## src/common/dac_port_pkg.sv

```systemverilog
// Constants for the serial converter write port
package dac_port_pkg;
  localparam int unsigned FRAME_BITS  = 16;
  localparam int unsigned DATA_BITS   = 14;
  localparam int unsigned MODE_BITS   = 2;
  localparam int unsigned COUNT_BITS  = 5;
  localparam logic [4:0]  COUNT_RESET = 5'h00;
  localparam logic [4:0]  COUNT_LAST  = 5'h10;
  localparam logic [15:0] SHIFT_RESET = 16'h0000;
  localparam logic [13:0] VALUE_RESET = 14'h0000;
  localparam logic [1:0]  MODE_NORMAL = 2'h0;
  localparam logic [1:0]  MODE_RESET  = 2'h0;
  // Idle pin levels: select high, serial clock high, data low
  localparam logic [2:0]  PIN_IDLE    = 3'h6;
  // Host limit on serial clock rate, kept for reference by the bench
  localparam int unsigned SER_CLK_MAX_MHZ = 30;
  localparam int unsigned SYS_CLK_MHZ     = 20;
endpackage

```

## src/core/dac_serial_write_port.sv

```systemverilog
// Serial write port of a 14-bit converter, oversampled on the system clock
// Summary of operation
// - Frame select low opens frame, enables shifting
// - Data captured on serial clock falling edges
// - Shift register holds exactly sixteen bits
// - Sixteenth falling edge updates value and mode
// - Early frame select rise aborts, nothing changes
// - Two mode bits then fourteen data bits
// - Mode 00 normal, others power-down variants
// - Converter value zero after reset until write
// - Abort clears shift register and bit count
`timescale 1ns/1ps
`default_nettype none
module dac_serial_write_port
  import dac_port_pkg::*;
(
  input  wire logic        sys_clk,
  input  wire logic        rstn,
  input  wire logic        frameSelectN,
  input  wire logic        serialClk,
  input  wire logic        serial_data_in,
  output logic [13:0]      dacValue,
  output logic [1:0]       opMode,
  output logic             powerDown,
  output logic             updatePulse,
  output logic             abortPulse
);

  // Pin order in the synchroniser bank: select, serial clock, data
  wire [2:0] pinIn;
  wire [2:0] pinNow;
  wire [2:0] pinPrev;

  assign pinIn = {frameSelectN, serialClk, serial_data_in};

  // Two flops before any logic; the third only serves edge finding
  for (genvar p = 0; p < 3; p = p + 1) begin : g_sync
    logic [2:0] pipe_reg;

    always_ff @(posedge sys_clk) begin
      if (!rstn) begin
        pipe_reg <= {3{PIN_IDLE[p]}};
      end else begin
        pipe_reg <= {pipe_reg[1:0], pinIn[p]};
      end
    end

    assign pinNow[p]  = pipe_reg[1];
    assign pinPrev[p] = pipe_reg[2];
  end

  logic selN;
  logic selRise;
  logic clkFall;
  logic dataBit;

  assign selN    = pinNow[2];
  assign selRise = ~pinPrev[2] & pinNow[2];
  // Oversampled: each serial clock phase must last over one system clock,
  // so this port runs far below the pin rate limit
  assign clkFall = pinPrev[1] & ~pinNow[1];
  // Data read at the clock's depth so both line up on one edge
  assign dataBit = pinNow[0];

  typedef enum logic [1:0] {
    FRAME_IDLE,
    FRAME_SHIFT,
    FRAME_DONE
  } frame_e;

  frame_e      state_reg;
  frame_e      state_next;
  logic [15:0] shift_reg;
  logic [4:0]  count_reg;
  logic [1:0]  frameMode;
  logic        takeBit;
  logic        lastBit;
  logic        earlyRise;

  assign takeBit   = (state_reg == FRAME_SHIFT) & ~selN & clkFall;
  assign lastBit   = takeBit & (count_reg == COUNT_LAST - 5'h01);
  // First two frame bits sit at the top once fifteen are in
  assign frameMode = shift_reg[14:13];
  // Select rising inside a started frame throws the frame away
  assign earlyRise = selRise & (state_reg == FRAME_SHIFT)
                   & (count_reg != COUNT_RESET);

  always_comb begin
    state_next = state_reg;
    case (state_reg)
      FRAME_IDLE: begin
        if (!selN) begin
          state_next = FRAME_SHIFT;
        end
      end
      FRAME_SHIFT: begin
        if (selN) begin
          state_next = FRAME_IDLE;
        end else if (lastBit) begin
          state_next = FRAME_DONE;
        end
      end
      FRAME_DONE: begin
        // Clock edges land here and are dropped until select goes high
        if (selN) begin
          state_next = FRAME_IDLE;
        end
      end
      default: begin
        state_next = FRAME_IDLE;
      end
    endcase
  end

  always_ff @(posedge sys_clk) begin
    if (!rstn) begin
      state_reg <= FRAME_IDLE;
    end else begin
      state_reg <= state_next;
    end
  end

  always_ff @(posedge sys_clk) begin
    if (!rstn) begin
      shift_reg <= SHIFT_RESET;
      count_reg <= COUNT_RESET;
    end else if (state_reg != FRAME_SHIFT || selN) begin
      shift_reg <= SHIFT_RESET;
      count_reg <= COUNT_RESET;
    end else if (takeBit) begin
      shift_reg <= {shift_reg[14:0], dataBit};
      count_reg <= lastBit ? COUNT_RESET : count_reg + 5'h01;
    end
  end

  // Value, mode and power flag change together, only on a full frame
  always_ff @(posedge sys_clk) begin
    if (!rstn) begin
      dacValue  <= VALUE_RESET;
      opMode    <= MODE_RESET;
      powerDown <= (MODE_RESET != MODE_NORMAL);
    end else if (lastBit) begin
      opMode    <= frameMode;
      dacValue  <= {shift_reg[12:0], dataBit};
      powerDown <= (frameMode != MODE_NORMAL);
    end
  end

  always_ff @(posedge sys_clk) begin
    if (!rstn) begin
      updatePulse <= 1'b0;
      abortPulse  <= 1'b0;
    end else begin
      updatePulse <= lastBit;
      abortPulse  <= earlyRise;
    end
  end

endmodule
`default_nettype wire

```

## config.mk

```make
export PLATFORM = sky130hd
export DESIGN_NAME = dac_serial_write_port
export DESIGN_NICKNAME = d
export VERILOG_FILES = /design/src/common/dac_port_pkg.sv /design/src/core/dac_serial_write_port.sv
export SDC_FILE = /design/constraint.sdc
export NUM_CORES = 1
export LEC_CHECK = 0
export ABC_AREA = 1
export BUFFER_PORTS_ARGS = -buffer_cell sky130_fd_sc_hd__buf_2
export CAP_MARGIN = 30
export CORE_ASPECT_RATIO = 1.2
export CORE_MARGIN = 3
export CORE_UTILIZATION = 55
export CTS_BUF_LIST = sky130_fd_sc_hd__clkbuf_16
export DETAILED_ROUTE_END_ITERATION = 8
export PLACE_DENSITY = 0.76
export SYNTH_ARGS = -nofsm -noshare
export SYNTH_HDL_FRONTEND = slang
export SYNTH_SLANG_ARGS = --single-unit
```

## constraint.sdc

```tcl
create_clock -name sys_clk -period 1.7 [get_ports sys_clk]
set_input_delay 0.34 -clock sys_clk [delete_from_list [all_inputs] [get_ports sys_clk]]
set_output_delay 0.34 -clock sys_clk [all_outputs]
set_load 0.1 [all_outputs]
```

==> metrics.md <==
| Metric | Value |
|---|---|
| Status | finished, final reports clean |
| Syn Nets | 237 |
| Largest net degree at the start of global routing | 20 |
| Worst slew pin tran | between 0.4 and 0.5 ns |
| First-pass GRT wire length | roughly 6000 um |
| Initial Util | between 50% and 60% |
| Vias in the first global route | approximately 1.4k |
| Fill cells | approximately 260 |
| Fin worst setup slack | about 0.12 ns |
| Setup TNS | 0 ns |
| Power share of the clock group | 47.9% |
| Worst-path maximum fanout | 9 |
| YS warnings | 0 |
| Most common library cells after synthesis | dfxtp_1 (49), nand2_1 (49), nor2_1 (47) |
| Power share of the combinational group | between 1.5 and 2% |
| Worst IR Drop VDD | 0.000826 V |
| Clk pin slew, worst setup/hold paths | around 0.070 ns |
| Area contributors post-synth | dfxtp_1 (53%), nand2_1 (9.9%), nor2_1 (9.5%) |
| Port bufs | 23 |
| CTS Buffer Depth | 2 |
| Crit path kind | register to register |
| Post-synth top area share | a little over half |
| DRC | 0 |
| Cells after synthesis | roughly 230 |
| P&R area growth vs syn | 18.6% |
| Nets | 268 |
| Share of cells above drive strength 1 | 21.5% |
| Post-synth EDFFs | 0 |
| CP endpoint kind | register |
| Asr flop ratio synth | 0% |
| Worst Hold Path EP | g_sync[2].pipe_reg[0]$_SDFF_PN1_ |
| DP Worst Slack | approximately 0.11 ns |
| Reg2reg start | count_reg[1]$_SDFFE_PP0P_ |
| Antenna diodes | 0 |
| Sequential cell area fraction in the yosys report | between 50% and 60% |
| CTS Hold Bufs | 0 |
| Row count | 22 |
| Cell-internal power | around 1900 uW |
| Highest clock rate | between 600 and 700 MHz |
| Pre-antenna DRT Iters | 4 |
| Worst reg2reg setup slack | between 0.1 and 0.15 ns |
| Core Area | 0.00314 mm2 |
| R2R Path End | opMode[0]$_SDFFE_PN0P_ |
| CTS tree | done |
| Detailed-route via count | 1524 |
| DP Wirelength | about 2200 um |
| Layout Skew | about 0.0055 ns |
| Syn Std Cell Area | roughly 0.0019 mm2 |
| Final setup fails | 0 |
| Max_cap viols | 0 |
| Slew Limit Fails | 0 |
| P_leak | between 0.0009 and 0.001 uW |
| Hold Vio Cnt, Final | 0 |
| Pwr Density | roughly 1000 mW/mm2 |
| Area of the die | roughly 0.0041 mm2 |
| Tmin final | about 1.6 ns |
| Initial DRC count | 52 |
| Detail Route Antenna Nets | 0 |
| Seq cells post-synth | slightly below 50 |
| Synth area leader | dfxtp_1 |
| Switching power | between 400 and 500 uW |
| Clock buffer count from CTS | 5 |
| Top FF cell, synth | dfxtp_1 |
| # clock sinks | 49 |
| Number of distinct library cells after synthesis | 22 |
| Crit path launch type | register |
| Routed WL per cell | 12.1 um |
| Avg Inst Size Synth | between 8 and 9 um2 |
| H-tree Lvls | 2 |
| Critical Path RT | 1.87 ns |
| Worst slew margin | 67.6% |
| Sw frac | roughly a fifth |
| R2r worst-path depth | 8 |
| Global-route usage over all layers | 18.9% |
| Register share of total power | between 50% and 60% |
| IO Count | 24 |
| Hold Startpoint | frameSelectN |
| Gpl congestion | between 0.7 and 0.8 |
| Clk root buf | clkbuf_16 |
| Via density | around 5.1 |
| Max reg flops | 15 |
| Chip height | roughly 70 um |
| Clk_lat worst skew | approximately 0.29 ns |
| Min-delay worst type | input pin to register |
| DIE WIDTH | ~59 um |
| Initial antenna violation count | 0 |
| Part of the cycle the worst path needs | between 90 and 100% |
| Drt total wl | approximately 3600 um |
| Hold Crit Depth | 2 |
| CP arrival | ~1.8 ns |
| GRT overflow | 0 |
how the worst max path moves through the flow:
stage / end / depth (start not counted) / startpoint / slack, ns
3_3_place_gp: dacValue[12]$_SDFFE_PN0P_ / 8 / count_reg[1]$_SDFFE_PP0P_ / 0.15
2_1_floorplan: dacValue[0]$_SDFFE_PN0P_ / 8 / count_reg[1]$_SDFFE_PP0P_ / 0.25
6_report: opMode[0]$_SDFFE_PN0P_ / 8 / count_reg[1]$_SDFFE_PP0P_ / 0.12
3_5_place_dp: dacValue[6]$_SDFFE_PN0P_ / 8 / count_reg[1]$_SDFFE_PP0P_ / 0.11
5_1_grt: dacValue[8]$_SDFFE_PN0P_ / 8 / count_reg[1]$_SDFFE_PP0P_ / -0.004
4_1_cts: dacValue[12]$_SDFFE_PN0P_ / 8 / count_reg[1]$_SDFFE_PP0P_ / 0.09
metal layers:
| layer | track usage [%] | up-vias | part of all wire [%] |
|---|---|---|---|
| li1 | - | 788 | - |
| met1 | 23.9 | 693 | 45 |
| met2 | 29.1 | 37 | 48 |
| met3 | 5.59 | 6 | 5.5 |
| met4 | 8.56 | 0 | 1.3 |
| met5 | 0 | - | 0 |
timing repair:
| action | 4_1_cts | 5_1_grt |
|---|---|---|
| endpoints found under the setup margin | 0 | 12 |
| buffers inserted | 0 | 2 |
| resized for setup | 0 | 1 |
per-stage QoR:
step                      utilization [%]  hold WS, ns  std cells  power, uW  cell area [um2]
after floorplan                         -        0.373        229       1210             1860
after global placement               63.8        0.378        285       1220             2000
after detailed placement             63.8        0.384        285       1230             2000
after CTS                            69.2        0.231        293       2320             2170
after global routing                 70.3        0.236        297       2370             2200
final                                70.3        0.232        297       2310             2200
cell families after synthesis:
group	synth area share, %
AO/OA/AOI/OAI	6.06
adder cells (fa/ha/maj)	2.02
buffers and inverters	6.33
flip-flops	52.8
AND/OR/NAND/NOR	32.8
layout make-up:
| cell class | count | area [um2] | area share (%) |
|---|---|---|---|
| Tap cell | 36 | 45.0 | 2.04 |
| Inverter | 19 | 71.3 | 3.23 |
| Clock buffer | 5 | 125 | 5.68 |
| Clock inverter | 3 | 42.5 | 1.93 |
| Sequential cell | 49 | 981 | 44.5 |
| Timing Repair Buffer | 29 | 160 | 7.26 |
| Multi-Input combinational cell | 156 | 779 | 35.4 |
power groups by stage:
stage	clock network (uW)	registers (uW)	logic [uW]
floorplan	0	1190	27.0
detailed placement	0	1190	37.9
finish	1100	1160	39.6
CTS	1120	1160	38.6
global placement	0	1190	37.2
global route	1160	1160	43.8
worst max-delay path: stages (launching register included):
cell	delay (ns)
dfxtp_1	0.37
ha_1	0.20
nand2_1	0.06
nor2_1	0.10
ha_2	0.25
nand3_4	0.15
buf_4	0.21
nand2_1	0.07
a21oi_1	0.05
cell usage in the layout, fill, tap and decap left out:
cell       count
nand2_1       49
dfxtp_1       49
nor2_1        47
buf_2         23
inv_1         17
o21ai_0       16
nand3_1       12
nand4_1        6
buf_4          6
a21oi_1        5
or2_2          5
clkbuf_16      5
inv_2          3
nor2_4         3
nor2_8         2
nand2_2        2
ha_1           2
nand2_4        1
nand3_4        1
a21boi_0       1
nor4_1         1
ha_2           1
bufinv_16      1
clkinv_4       1
nor2_2         1
nand3_2        1
Power figures use the tool's default switching activity.
